### config.mk
export PLATFORM = sky130hd
export DESIGN_NAME = satc_top
export DESIGN_NICKNAME = d
export VERILOG_FILES = /design/src/hw/satc_pkg.sv /design/src/hw/satc_top.sv
export SDC_FILE = /design/constraint.sdc
export NUM_CORES = 1
export LEC_CHECK = 0
export BUFFER_PORTS_ARGS = -buffer_cell sky130_fd_sc_hd__buf_4
export CAP_MARGIN = 20
export CORE_UTILIZATION = 60
export DETAILED_ROUTE_END_ITERATION = 6
export GPL_ROUTABILITY_DRIVEN = 1
export HOLD_SLACK_MARGIN = 0.1
export PLACE_DENSITY = 0.83
export SKIP_LAST_GASP = 1
export SLEW_MARGIN = 20
export SYNTH_ARGS = -nofsm -noshare
export SYNTH_HDL_FRONTEND = slang
export SYNTH_SLANG_ARGS = --single-unit
### constraint.sdc
create_clock -name clk -period 3.43 [get_ports clk]
set_input_delay 0.1715 -clock clk [delete_from_list [all_inputs] [get_ports clk]]
set_output_delay 0.1715 -clock clk [all_outputs]
set_load 0.02 [all_outputs]
### src/hw/satc_pkg.sv
// package of constants and types for the secure alert tone control
package satc_pkg;

  // ****************************************
  // timing
  // ****************************************
  localparam int CLK_HZ         = 200_000_000;
  localparam int TONE_HZ        = 750;
  localparam int BEEP_MS        = 87;
  // half period of the tone, rounded down
  localparam int TONE_HALF_CYC  = CLK_HZ / (2 * TONE_HZ);
  localparam int BEEP_CYC       = (CLK_HZ / 1000) * BEEP_MS;
  // loader sync clock divider half period, in cycles
  localparam int SYNC_HALF_CYC  = 100;

  // ****************************************
  // sizes and reset values
  // ****************************************
  localparam int NUM_MOD        = 8;
  localparam int NUM_PAIR       = 4;
  localparam logic [5:0] ALERT_EN_RST = 6'h3f;

  // alert enable bit positions
  localparam int AL_CLR_TX      = 0;
  localparam int AL_CLR_RX      = 1;
  localparam int AL_MISMATCH    = 2;
  localparam int AL_ERASE       = 3;
  localparam int AL_TX_LOSS     = 4;
  localparam int AL_RX_LOSS     = 5;

  // ****************************************
  // types
  // ****************************************
  typedef enum logic [1:0] {
    SATC_IDLE  = 2'b00,
    SATC_BEEP  = 2'b01,
    SATC_PULSE = 2'b10,
    SATC_CONT  = 2'b11
  } satc_state_t;

  // station activity inputs
  typedef struct packed {
    logic ptt;         // line or local push-to-talk
    logic ptt_coded;   // push-to-talk is encrypted
    logic rx_act;      // receive activity present
    logic rx_coded;    // receive activity is encrypted
    logic line_coded;  // wireline mode set to coded
    logic full_duplex; // full duplex or paired half duplex
  } satc_activity_t;

  // selection request from the station controller
  typedef struct packed {
    logic       valid;
    logic       erase;   // request is a key erase
    logic [2:0] digit;   // key digit minus one
  } satc_select_t;

endpackage

### src/hw/satc_top.sv
// secure alert tone control: module select, key watch, tones and erase
`timescale 1ns/1ps
`default_nettype none

// ****************************************
// top module
// ****************************************
// Overview of operation
// - drive encrypt/decrypt control for up to eight modules
// - no module is ever set to encrypt and decrypt together
// - duplex modes put upper bank encrypt, lower bank decrypt
// - select from request line; front panel only in access-disable
// - every tone is 750 Hz, to line and speaker, never transmitter
// - six alert enables, all enabled after reset
// - one 87 ms beep at start of clear push-to-talk
// - one 87 ms beep at start of clear receive activity
// - mismatch beep at clear receive start while wireline is coded
// - continuous tone while key erase is asserted
// - 87 ms on/off while coded talk and selected key lost
// - watch key-ok line of each installed module while in encrypt or decrypt
// - 87 ms on/off while coded receive and decrypt key lost
// - loader attach forces access-disable until it is detached
// - make sync clock locked to the loader signal edges
// - active-low erase line clears all module keys at once
// - jumper-enabled active-high output grounds the erase line
// - erase requests on the request line are acted on
// - half duplex selects one of eight modules by digit 1 to 8
// - full duplex selects pair 1 to 4, upper encrypt lower decrypt
module satc_top
  import satc_pkg::*;
(
  // clock and reset
  input  wire logic                 clk,
  input  wire logic                 rstn,
  // configuration
  input  wire logic [5:0]           alert_en_cfg,
  input  wire logic                 alert_cfg_load,
  input  wire logic                 erase_jumper,
  // station controller
  input  wire satc_activity_t       activity,
  input  wire satc_select_t         select_req,
  input  wire satc_select_t         panel_req,
  // pins from outside
  input  wire logic                 loader_attached,
  input  wire logic                 loader_sig,
  input  wire logic                 ext_key_reset_n,
  input  wire logic [NUM_MOD-1:0]   key_ok_line,
  input  wire logic [NUM_MOD-1:0]   mod_installed,
  // module control
  output logic [NUM_MOD-1:0]        mod_encrypt,
  output logic [NUM_MOD-1:0]        mod_decrypt,
  output logic                      erase_drive,
  output logic                      key_erase_n,
  // status
  output logic [2:0]                key_digit,
  output logic                      access_disable,
  output logic                      loader_sync_clk,
  output logic [NUM_MOD-1:0]        key_lost,
  // tone outputs
  output logic                      tone_line,
  output logic                      tone_speaker
);

  // ****************************************
  // pin synchronisers
  // ****************************************
  logic [2:0] ldr_att_sync_reg;
  logic [2:0] ldr_sig_sync_reg;
  logic [2:0] ext_rst_sync_reg;
  logic       ldr_att_reg;
  logic       ldr_sig_reg;
  logic       ext_rst_n_reg;
  logic [NUM_MOD-1:0] key_s1_reg;
  logic [NUM_MOD-1:0] key_s2_reg;
  logic [NUM_MOD-1:0] key_s3_reg;
  logic [NUM_MOD-1:0] key_ok_reg;

  // change is accepted once stages two and three agree
  function automatic logic filt(input logic [2:0] s, input logic cur);
    filt = (s[1] == s[2]) ? s[1] : cur;
  endfunction

  // three-stage capture of pins
  always_ff @(posedge clk) begin
    if (!rstn) begin
      ldr_att_sync_reg <= 3'h0;
      ldr_sig_sync_reg <= 3'h0;
      ext_rst_sync_reg <= 3'h7;
      ldr_att_reg      <= 1'b0;
      ldr_sig_reg      <= 1'b0;
      ext_rst_n_reg    <= 1'b1;
      key_s1_reg       <= 8'hff;
      key_s2_reg       <= 8'hff;
      key_s3_reg       <= 8'hff;
      key_ok_reg       <= 8'hff;
    end else begin
      ldr_att_sync_reg <= {ldr_att_sync_reg[1:0], loader_attached};
      ldr_sig_sync_reg <= {ldr_sig_sync_reg[1:0], loader_sig};
      ext_rst_sync_reg <= {ext_rst_sync_reg[1:0], ext_key_reset_n};
      ldr_att_reg      <= filt(ldr_att_sync_reg, ldr_att_reg);
      ldr_sig_reg      <= filt(ldr_sig_sync_reg, ldr_sig_reg);
      ext_rst_n_reg    <= filt(ext_rst_sync_reg, ext_rst_n_reg);
      key_s1_reg       <= key_ok_line;
      key_s2_reg       <= key_s1_reg;
      key_s3_reg       <= key_s2_reg;
      for (int i = 0; i < NUM_MOD; i++) begin
        if (key_s2_reg[i] == key_s3_reg[i]) begin
          key_ok_reg[i] <= key_s2_reg[i];
        end
      end
    end
  end

  // ****************************************
  // configuration and access-disable
  // ****************************************
  logic [5:0] alert_en_reg;

  // alert enable store, all on after reset
  always_ff @(posedge clk) begin
    if (!rstn) begin
      alert_en_reg <= ALERT_EN_RST;
    end else if (alert_cfg_load) begin
      alert_en_reg <= alert_en_cfg;
    end
  end

  // loader presence holds access-disable
  always_ff @(posedge clk) begin
    if (!rstn) begin
      access_disable <= 1'b0;
    end else begin
      access_disable <= ldr_att_reg;
    end
  end

  // ****************************************
  // module selection
  // ****************************************
  logic [2:0] sel_reg;
  logic       erase_req_reg;
  logic [NUM_MOD-1:0] enc_next;
  logic [NUM_MOD-1:0] dec_next;

  // request line always; panel only while access-disabled
  always_ff @(posedge clk) begin
    if (!rstn) begin
      sel_reg <= 3'h0;
    end else if (select_req.valid && !select_req.erase) begin
      sel_reg <= select_req.digit;
    end else if (panel_req.valid && !panel_req.erase && access_disable) begin
      sel_reg <= panel_req.digit;
    end
  end

  // mode decode: module i upper for i<4, lower for i>=4
  always_comb begin
    enc_next = '0;
    dec_next = '0;
    if (activity.full_duplex) begin
      // pair select, wraps digits above four onto the pairs
      enc_next[{1'b0, sel_reg[1:0]}] = 1'b1;
      dec_next[{1'b1, sel_reg[1:0]}] = 1'b1;
    end else if (activity.ptt) begin
      enc_next[sel_reg] = 1'b1;
    end else begin
      dec_next[sel_reg] = 1'b1;
    end
  end

  // module control lines, one mode each
  always_ff @(posedge clk) begin
    if (!rstn) begin
      mod_encrypt <= 8'h00;
      mod_decrypt <= 8'h00;
      key_digit   <= 3'h0;
    end else begin
      mod_encrypt <= enc_next & mod_installed;
      mod_decrypt <= dec_next & mod_installed & ~enc_next;
      key_digit   <= sel_reg;
    end
  end

  // ****************************************
  // key erase
  // ****************************************
  // erase request from the line latches until reset
  always_ff @(posedge clk) begin
    if (!rstn) begin
      erase_req_reg <= 1'b0;
    end else if (select_req.valid && select_req.erase) begin
      erase_req_reg <= 1'b1;
    end
  end

  // erase outputs
  always_ff @(posedge clk) begin
    if (!rstn) begin
      erase_drive <= 1'b0;
      key_erase_n <= 1'b1;
    end else begin
      erase_drive <= erase_req_reg & erase_jumper;
      key_erase_n <= ~(erase_req_reg & erase_jumper) & ext_rst_n_reg;
    end
  end

  // ****************************************
  // key watch
  // ****************************************
  logic enc_lost;
  logic dec_lost;

  // a low key-ok on an installed module in encrypt or decrypt marks the key lost
  always_ff @(posedge clk) begin
    if (!rstn) begin
      key_lost <= 8'h00;
    end else begin
      for (int i = 0; i < NUM_MOD; i++) begin
        if (!key_erase_n) begin
          key_lost[i] <= mod_installed[i];
        end else if (mod_installed[i] && !key_ok_reg[i] &&
                     (mod_encrypt[i] || mod_decrypt[i])) begin
          key_lost[i] <= 1'b1;
        end
      end
    end
  end

  assign enc_lost = |(key_lost & mod_encrypt);
  assign dec_lost = |(key_lost & mod_decrypt);

  // ****************************************
  // loader sync clock
  // ****************************************
  logic       ldr_sig_d_reg;
  logic [7:0] sync_cnt_reg;

  // divider restarted on each loader edge keeps phase
  always_ff @(posedge clk) begin
    if (!rstn) begin
      ldr_sig_d_reg   <= 1'b0;
      sync_cnt_reg    <= 8'h00;
      loader_sync_clk <= 1'b0;
    end else begin
      ldr_sig_d_reg <= ldr_sig_reg;
      if (!access_disable) begin
        sync_cnt_reg    <= 8'h00;
        loader_sync_clk <= 1'b0;
      end else if (ldr_sig_reg != ldr_sig_d_reg) begin
        sync_cnt_reg    <= 8'h00;
        loader_sync_clk <= ldr_sig_reg;
      end else if (sync_cnt_reg == 8'(SYNC_HALF_CYC - 1)) begin
        sync_cnt_reg    <= 8'h00;
        loader_sync_clk <= ~loader_sync_clk;
      end else begin
        sync_cnt_reg <= sync_cnt_reg + 8'h01;
      end
    end
  end

  // ****************************************
  // alert sequencing
  // ****************************************
  logic        ptt_d_reg;
  logic        rx_d_reg;
  logic        beep_trig;
  logic        pulse_cond;
  logic        cont_cond;
  satc_state_t state_reg;
  logic [24:0] iv_cnt_reg;
  logic        pulse_on_reg;
  logic [17:0] tone_cnt_reg;
  logic        tone_sq_reg;
  logic        iv_end;

  // onset detection of talk and receive
  always_ff @(posedge clk) begin
    if (!rstn) begin
      ptt_d_reg <= 1'b0;
      rx_d_reg  <= 1'b0;
    end else begin
      ptt_d_reg <= activity.ptt;
      rx_d_reg  <= activity.rx_act;
    end
  end

  assign beep_trig =
    (alert_en_reg[AL_CLR_TX] & activity.ptt & ~ptt_d_reg &
     ~activity.ptt_coded) |
    (alert_en_reg[AL_CLR_RX] & activity.rx_act & ~rx_d_reg &
     ~activity.rx_coded) |
    (alert_en_reg[AL_MISMATCH] & activity.rx_act & ~rx_d_reg &
     ~activity.rx_coded & activity.line_coded);
  assign pulse_cond =
    (alert_en_reg[AL_TX_LOSS] & activity.ptt & activity.ptt_coded &
     enc_lost) |
    (alert_en_reg[AL_RX_LOSS] & activity.rx_act & activity.rx_coded &
     dec_lost);
  assign cont_cond = alert_en_reg[AL_ERASE] & ~key_erase_n;
  assign iv_end    = (iv_cnt_reg == 25'(BEEP_CYC - 1));

  // tone pattern state, erase tone first
  always_ff @(posedge clk) begin
    if (!rstn) begin
      state_reg    <= SATC_IDLE;
      iv_cnt_reg   <= 25'h0;
      pulse_on_reg <= 1'b0;
    end else begin
      case (state_reg)
        SATC_IDLE: begin
          iv_cnt_reg   <= 25'h0;
          pulse_on_reg <= 1'b1;
          if (cont_cond) begin
            state_reg <= SATC_CONT;
          end else if (pulse_cond) begin
            state_reg <= SATC_PULSE;
          end else if (beep_trig) begin
            state_reg <= SATC_BEEP;
          end
        end
        SATC_BEEP: begin
          iv_cnt_reg <= iv_cnt_reg + 25'h1;
          if (cont_cond) begin
            state_reg <= SATC_CONT;
          end else if (iv_end) begin
            state_reg <= SATC_IDLE;
          end
        end
        SATC_PULSE: begin
          if (cont_cond) begin
            state_reg <= SATC_CONT;
          end else if (!pulse_cond) begin
            state_reg <= SATC_IDLE;
          end else if (iv_end) begin
            iv_cnt_reg   <= 25'h0;
            pulse_on_reg <= ~pulse_on_reg;
          end else begin
            iv_cnt_reg <= iv_cnt_reg + 25'h1;
          end
        end
        SATC_CONT: begin
          if (!cont_cond) begin
            state_reg <= SATC_IDLE;
          end
        end
        default: state_reg <= SATC_IDLE;
      endcase
    end
  end

  // 750 Hz square wave from the system clock
  always_ff @(posedge clk) begin
    if (!rstn) begin
      tone_cnt_reg <= 18'h0;
      tone_sq_reg  <= 1'b0;
    end else if (state_reg == SATC_IDLE) begin
      // restart while silent so every pattern started from idle opens on a high half
      tone_cnt_reg <= 18'h0;
      tone_sq_reg  <= 1'b1;
    end else if (tone_cnt_reg == 18'(TONE_HALF_CYC - 1)) begin
      tone_cnt_reg <= 18'h0;
      tone_sq_reg  <= ~tone_sq_reg;
    end else begin
      tone_cnt_reg <= tone_cnt_reg + 18'h1;
    end
  end

  // gated tone to line and speaker only
  always_ff @(posedge clk) begin
    if (!rstn) begin
      tone_line    <= 1'b0;
      tone_speaker <= 1'b0;
    end else begin
      tone_line <= tone_sq_reg & ((state_reg == SATC_BEEP) |
                   (state_reg == SATC_CONT) |
                   ((state_reg == SATC_PULSE) & pulse_on_reg));
      tone_speaker <= tone_sq_reg & ((state_reg == SATC_BEEP) |
                      (state_reg == SATC_CONT) |
                      ((state_reg == SATC_PULSE) & pulse_on_reg));
    end
  end

endmodule

`default_nettype wire

==> results.tsv, run 1 <==
metric	value	unit
Combinational Power Share	10.3	%
Buffers on Ports	77	
P_int	3.09	mW
GP Congestion	0.866	
Primary FF master, synth	dfxtp_1	
Fmax	367	MHz
Worst Tran Pin Value	0.910	ns
P_sw	958	uW
DR vias	5237	
beginning of the worst register-to-register path	iv_cnt_reg[21]$_SDFFE_PN0P_	
R2R depth	6	
Simple-Gate Fraction of Synth Area	25.1	%
Mapped Area	0.00581	sq mm
Final Cycle Share	79.5	%
Crit. End Element	flop	
Synth Area per Inst	9.07	sq um
latest clock arrival within the worst-skew pair	0.52	ns
I/O pin count	78	
CTS tree	done	
Initial DRC Count	411	
fin util	81.1	%
Pwr Density	535	mW/mm^2
Worst Hold End	state_reg[1]$_SDFFE_PN0P_	
Period minus WS final	2.73	ns
die width	100	microns
critical path, cell by cell	or4b_1, nor4_2, a41o_2, a21o_1, o21ai_0, a32o_1	
Synth area leader	dfxtp_1	
crit-path max cell delay	0.57	ns
Reg power frac	43.5	%
yosys warns	0	
max FFs per register	25	
number of setup buffers added after CTS	0	
Static Leakage	2.89	nW
CTS buffer count	17	
Clk pwr share	46.1	%
Global Route Usage Sum	30.2	%
r2r endpoint	iv_cnt_reg[14]$_SDFFE_PN0P_	
clk slew on worst S/H paths	0.06	ns
Critical-path top delay cell	a21o_1	
Final nets	822	
row cnt	35	
Adder-Cell Fraction of Synth Area	2.11	%
RSZ-0062 raised after global routing	false	
CTS H-tree lvls	4	
CTS Root Cell	clkbuf_8	
register-to-register setup slack	0.70	ns
DRT Pass-1 Iters	5	
most common cell after layout, fill and taps aside	dfxtp_1	
Hold Crit Start	activity[4]	
Slew headroom	38.8	%
setup TNS	0	ns
Layout area overhead	30.0	%
synthesized instance count	641	
share of post-route cells with drive strength above 1	15.4	%
largest family of logic cells by synthesized area	simple AND/OR/NAND/NOR gates	
Vias/cell	5.77	
mux share of post-synthesis cell area	2.07	%
post-synth cell types	56	
ANT cells	0	
final setup vio count	0	
#FFs+latches synth	144	
core box area	0.00933	sq mm
DP Wirelength	9010	microns
Slew Viols, Final	0	
Cells on Worst Hold Path	5	
Worst Hold Class	in2reg	
antenna violations before repair	0	
clk buf depth	2	
clk sinks	144	
largest net degree at the start of global routing	79	
Compound-Gate Fraction of Synth Area	14.2	%
sequential area share after synthesis	49.6	%
Max Cap Viol	0	
wire length of the first global-routing pass	23400	microns
Worst setup SP type	flop	
DR WL/cell	16.1	microns
status	finished, final reports clean	
Crit Path Max Fanout	19	
final hold violation count	0	
vias in the first global route	5011	
kind of critical path	reg2reg	
crit path DAT	3.14	ns
# fillers	583	
Die ar.	0.0101	sq mm
global route total overflow	0	
Starting Density	62.3	%
area share of the largest cell type after synthesis	49.6	%
Net Count, Synth	695	
WHS	0.228	ns
Routed WL	14700	microns
post-synthesis xor/xnor area fraction	3.62	%
maximum vdd drop	0.484	mV
Post-synth EDFFs	0	
Routed Antenna Nets	0	
number of remaining DRC errors	0	
Die Y	100	microns
asr flop ratio synth	0	%
most frequent cells in the layout	dfxtp_1, nor2_1, buf_4	
top cells by area, synth	dfxtp_1, nor2_1, nand2_1, nand2b_1, a21oi_1	
Sw Ratio	23.7	%
Layout Skew	0.00725	ns
CP required	3.84	ns
[metal layers]
metal | vias up | wire length [microns] | part of all wire, % | global-route usage, %
met1 | 2489 | 5920 | 40 | 34.2
li1 | 2512 | - | - | -
met4 | 0 | 337 | 2.3 | 11.6
met2 | 204 | 7460 | 51 | 54.2
met5 | - | 0 | 0 | 0
met3 | 32 | 937 | 6.4 | 8.15
[power by group through the flow]
| stage | Clock, mW | Sequential [mW] | Combinational [mW] |
|---|---|---|---|
| after floorplan | 0 | 1.80 | 0.249 |
| after global placement | 0 | 1.79 | 0.351 |
| after detailed placement | 0 | 1.80 | 0.358 |
| after CTS | 1.90 | 1.76 | 0.410 |
| after global routing | 1.96 | 1.76 | 0.455 |
| final | 1.87 | 1.76 | 0.419 |
[synthesized netlist by cell type, types with 3 or more instances]
| master | number |
|---|---|
| a2bb2oi_1 | 7 |
| or3_1 | 12 |
| nand3_1 | 24 |
| o221ai_1 | 3 |
| nor4b_1 | 3 |
| o2bb2ai_1 | 4 |
| nand3b_1 | 4 |
| and3_1 | 16 |
| o21ai_0 | 30 |
| nand4_1 | 10 |
| buf_2 | 3 |
| nor2b_1 | 3 |
| dfxtp_1 | 144 |
| mux2i_1 | 12 |
| nor2_1 | 88 |
| and4_1 | 3 |
| nand2b_1 | 28 |
| nand2_1 | 49 |
| nor3_1 | 11 |
| a211oi_1 | 8 |
| o21a_1 | 4 |
| clkinv_1 | 3 |
| ha_1 | 9 |
| xnor2_1 | 10 |
| nor4_1 | 5 |
| or2_2 | 3 |
| nand4b_1 | 3 |
| a21oi_1 | 33 |
| clkbuf_1 | 15 |
| a22oi_1 | 17 |
| a32o_1 | 3 |
| xor2_1 | 14 |
| and2_1 | 14 |
| inv_1 | 17 |
| or4_1 | 4 |
[through the flow]
step           power, mW  instance area, sq um  std cells  setup slack (ns)
5_1_grt             4.18                  7560        908             0.568
4_1_cts             4.06                  7560        908             0.731
6_report            4.05                  7560        908             0.705
3_3_place_gp        2.14                  6470        829             0.804
2_1_floorplan       2.04                  5810        641              1.27
3_5_place_dp        2.15                  6470        829             0.733
[worst max-delay path by stage]
stage	from	endpoint	cells past startpoint
2_1_floorplan	iv_cnt_reg[0]$_SDFFE_PN0P_	iv_cnt_reg[15]$_SDFFE_PN0P_	8
3_3_place_gp	iv_cnt_reg[21]$_SDFFE_PN0P_	iv_cnt_reg[18]$_SDFFE_PN0P_	6
3_5_place_dp	iv_cnt_reg[21]$_SDFFE_PN0P_	iv_cnt_reg[14]$_SDFFE_PN0P_	6
4_1_cts	iv_cnt_reg[21]$_SDFFE_PN0P_	iv_cnt_reg[14]$_SDFFE_PN0P_	6
5_1_grt	iv_cnt_reg[21]$_SDFFE_PN0P_	iv_cnt_reg[18]$_SDFFE_PN0P_	6
6_report	iv_cnt_reg[21]$_SDFFE_PN0P_	iv_cnt_reg[14]$_SDFFE_PN0P_	6
[what timing repair did]
action                    CTS  global route
hold endpoints to repair   49             0
resized for setup           0             0
hold buffers               49             0
[logic make-up after synthesis]
| kind of cell | Yosys count |
|---|---|
| multiplexers | 12 |
| AND/OR/NAND/NOR | 286 |
| flip-flops | 144 |
| XOR/XNOR | 24 |
| buffers and inverters | 42 |
| adder cells (fa/ha/maj) | 10 |
| AO/OA/AOI/OAI | 123 |
[worst max-delay path, delay by kind of cell (launching register included)]
kind	cells	cell delay, ns
AO/OA/AOI/OAI	4	1.37
flip-flops	1	0.35
AND/OR/NAND/NOR	2	0.89
[layout make-up]
cell class | instances | area, sq um | area share (%)
clock buffer | 17 | 414 | 5.48
clock inverter | 13 | 189 | 2.50
inverter | 20 | 75.1 | 0.993
sequential | 144 | 2880 | 38.1
multi-input combinational | 455 | 2740 | 36.2
timing repair buffer | 130 | 1100 | 14.5
tap | 129 | 161 | 2.13
Note: power is estimated with default switching activity, not from simulation.
==> run 2, diff against run 1 <==
CORE_UTILIZATION = 51   (was 60)
PLACE_DENSITY = 0.75   (was 0.83)
clock period = 2.5 ns   (was 3.43 ns; I/O delays follow)
==> results.tsv, run 2 (synthesis gave the netlist of run 1 again) <==
metric	value	unit	change
status	finished, final reports clean		unchanged
register-to-register setup slack	0.10	ns	was 0.70 ns
Buffers on Ports	77		unchanged
critical path, cell by cell	inv_1, ha_1, clkinv_1, a2111o_2, or4_1, a21oi_1		was or4b_1, nor4_2, a41o_2, a21o_1, o21ai_0, a32o_1
CP required	2.84	ns	was 3.84 ns
DP Wirelength	9320	microns	was 9010 microns
DR vias	5101		was 5237
share of post-route cells with drive strength above 1	16.8	%	was 15.4%
Die ar.	0.0118	sq mm	was 0.0101 sq mm
CTS H-tree lvls	4		unchanged
Combinational Power Share	10.5	%	was 10.3%
clk buf depth	2		unchanged
final setup vio count	0		unchanged
largest net degree at the start of global routing	79		unchanged
CTS tree	done		unchanged
area of the multi-input gates	0.00277	sq mm	was 0.00274 sq mm
DRT Pass-1 Iters	5		unchanged
Vias/cell	5.53		was 5.77
most frequent cells in the layout	dfxtp_1, nor2_1, buf_4		unchanged
clk sinks	144		unchanged
GP Congestion	0.928		was 0.866
core box area	0.0110	sq mm	was 0.00933 sq mm
antenna violations before repair	1		was 0
Final nets	823		was 822
kind of critical path	reg2reg		unchanged
latest clock arrival within the worst-skew pair	0.42	ns	was 0.52 ns
RSZ-0062 raised after global routing	false		unchanged
Global Route Usage Sum	25.8	%	was 30.2%
number of remaining DRC errors	0		unchanged
Period minus WS final	2.40	ns	was 2.73 ns
Sw Ratio	22.3	%	was 23.7%
Crit Path Max Fanout	14		was 19
Fmax	417	MHz	was 367 MHz
Pwr Density	767	mW/mm^2	was 535 mW/mm^2
CP Buf/Inv Count	2		was 0
Final Cycle Share	95.8	%	was 79.5%
maximum vdd drop	0.896	mV	was 0.484 mV
Worst Tran Pin Value	0.741	ns	was 0.910 ns
# fillers	778		was 583
Max Cap Viol	0		unchanged
crit-path max cell delay	0.69	ns	was 0.57 ns
P_int	4.59	mW	was 3.09 mW
design area	0.00769	sq mm	was 0.00756 sq mm
Initial DRC Count	287		was 411
CTS Root Cell	clkbuf_16		was clkbuf_8
DR WL/cell	15.8	microns	was 16.1 microns
max FFs per register	25		unchanged
Critical-path top delay cell	a2111o_2		was a21o_1
Die Y	109	microns	was 100 microns
Clk pwr share	48.6	%	was 46.1%
Starting Density	52.9	%	was 62.3%
P_sw	1.32	mW	was 958 uW
Reg power frac	40.9	%	was 43.5%
row cnt	38		was 35
most common cell after layout, fill and taps aside	dfxtp_1		unchanged
Static Leakage	2.95	nW	was 2.89 nW
clk slew on worst S/H paths	0.06	ns	about the same
Crit path max-delay family	compound AO/OA/AOI/OAI gates		unchanged
total chip power	5.90	mW	was 4.05 mW
wire length of the first global-routing pass	23000	microns	was 23400 microns
Layout area overhead	32.3	%	was 30.0%
Slew Viols, Final	0		unchanged
register area	0.00288	sq mm	unchanged
Layout Skew	0.0103	ns	was 0.00725 ns
vias in the first global route	4894		was 5011
placed instance area	0.00657	sq mm	was 0.00647 sq mm
final hold violation count	0		unchanged
crit path DAT	2.74	ns	was 3.14 ns
Routed WL	14600	microns	was 14700 microns
Worst setup SP type	flop		unchanged
Worst Hold Class	in2reg		unchanged
Slew headroom	50.6	%	was 38.8%
Crit. End Element	flop		unchanged
I/O pin count	78		unchanged
CTS buffer count	17		unchanged
Routed Antenna Nets	0		unchanged
die width	109	microns	was 100 microns
global route total overflow	0		unchanged
[run 2: changes by cell type in the layout (fill, tap and decap cells not counted), moves of 2 or more]
cell	before	now
clkinv_4	3	1
inv_6	2	0
buf_12	0	2
clkbuf_8	1	3
dlygate4sd3_1	49	41
buf_4	81	88
bufinv_16	4	6
[run 2: worst register-to-register path, cell delays in order (launching register included)]
cell and delay [ns]:
dfxtp_1 0.35, inv_1 0.10, ha_1 0.23, clkinv_1 0.27, a2111o_2 0.69, or4_1 0.52, a21oi_1 0.15
[run 2: path summary, 6_finish.rpt]
check | from | endpoint | cells past startpoint
setup / recovery | state_reg[1]$_SDFFE_PN0P_ | iv_cnt_reg[17]$_SDFFE_PN0P_ | 6
hold / removal | panel_req[2] | sel_reg[2]$_SDFFE_PN0P_ | 3
setup reg to reg | state_reg[1]$_SDFFE_PN0P_ | iv_cnt_reg[17]$_SDFFE_PN0P_ | 6
hold reg to reg | key_s1_reg[2]$_SDFF_PN1_ | key_s2_reg[2]$_SDFF_PN1_ | 1
[run 2: final cells by class]
| cell class | count | area share, % |
|---|---|---|
| clock inverter | 10 | 2.68 |
| timing repair buffer | 131 | 14.4 |
| multi-input combinational | 455 | 36.0 |
| clock buffer | 21 | 6.12 |
| inverter | 20 | 0.976 |
| sequential | 144 | 37.5 |
| antenna | 1 | 0.0325 |
| tap | 140 | 2.28 |
[run 2: layer usage]
layer	track usage (%)	routed length, microns
met4	13.8	509
met1	29.5	6240
met3	6.34	667
met5	0	0
met2	44.1	7160
[run 2: stage by stage]
stage / utilization [%] / setup TNS [ns] / instances / hold WS [ns] / setup WS [ns]
floorplan: - / 0 / 641 / 0.226 / 0.345
global placement: 59.8 / 0 / 848 / 0.308 / 0.0708
detailed placement: 59.8 / -0.0203 / 848 / 0.311 / -0.0203
CTS: 69.7 / 0 / 920 / 0.143 / 0.0157
global route: 70.0 / 0 / 922 / 0.148 / 0.0327
finish: 70.0 / 0 / 922 / 0.128 / 0.104
[run 2: power by group through the flow]
stage	logic [mW]	clock network, mW	registers (mW)
after CTS	0.599	2.91	2.41
final	0.619	2.87	2.41
after global placement	0.521	0	2.46
after global routing	0.670	3.01	2.42
after detailed placement	0.531	0	2.46
after floorplan	0.341	0	2.46
[run 2: repair_timing]
action | in CTS | in global routing
hold buffers | 41 | 0
gates resized for setup | 1 | 3
pin swaps | 0 | 2
setup buffers | 0 | 1
endpoints found under the setup margin | 2 | 13
hold endpoints to repair | 47 | 0
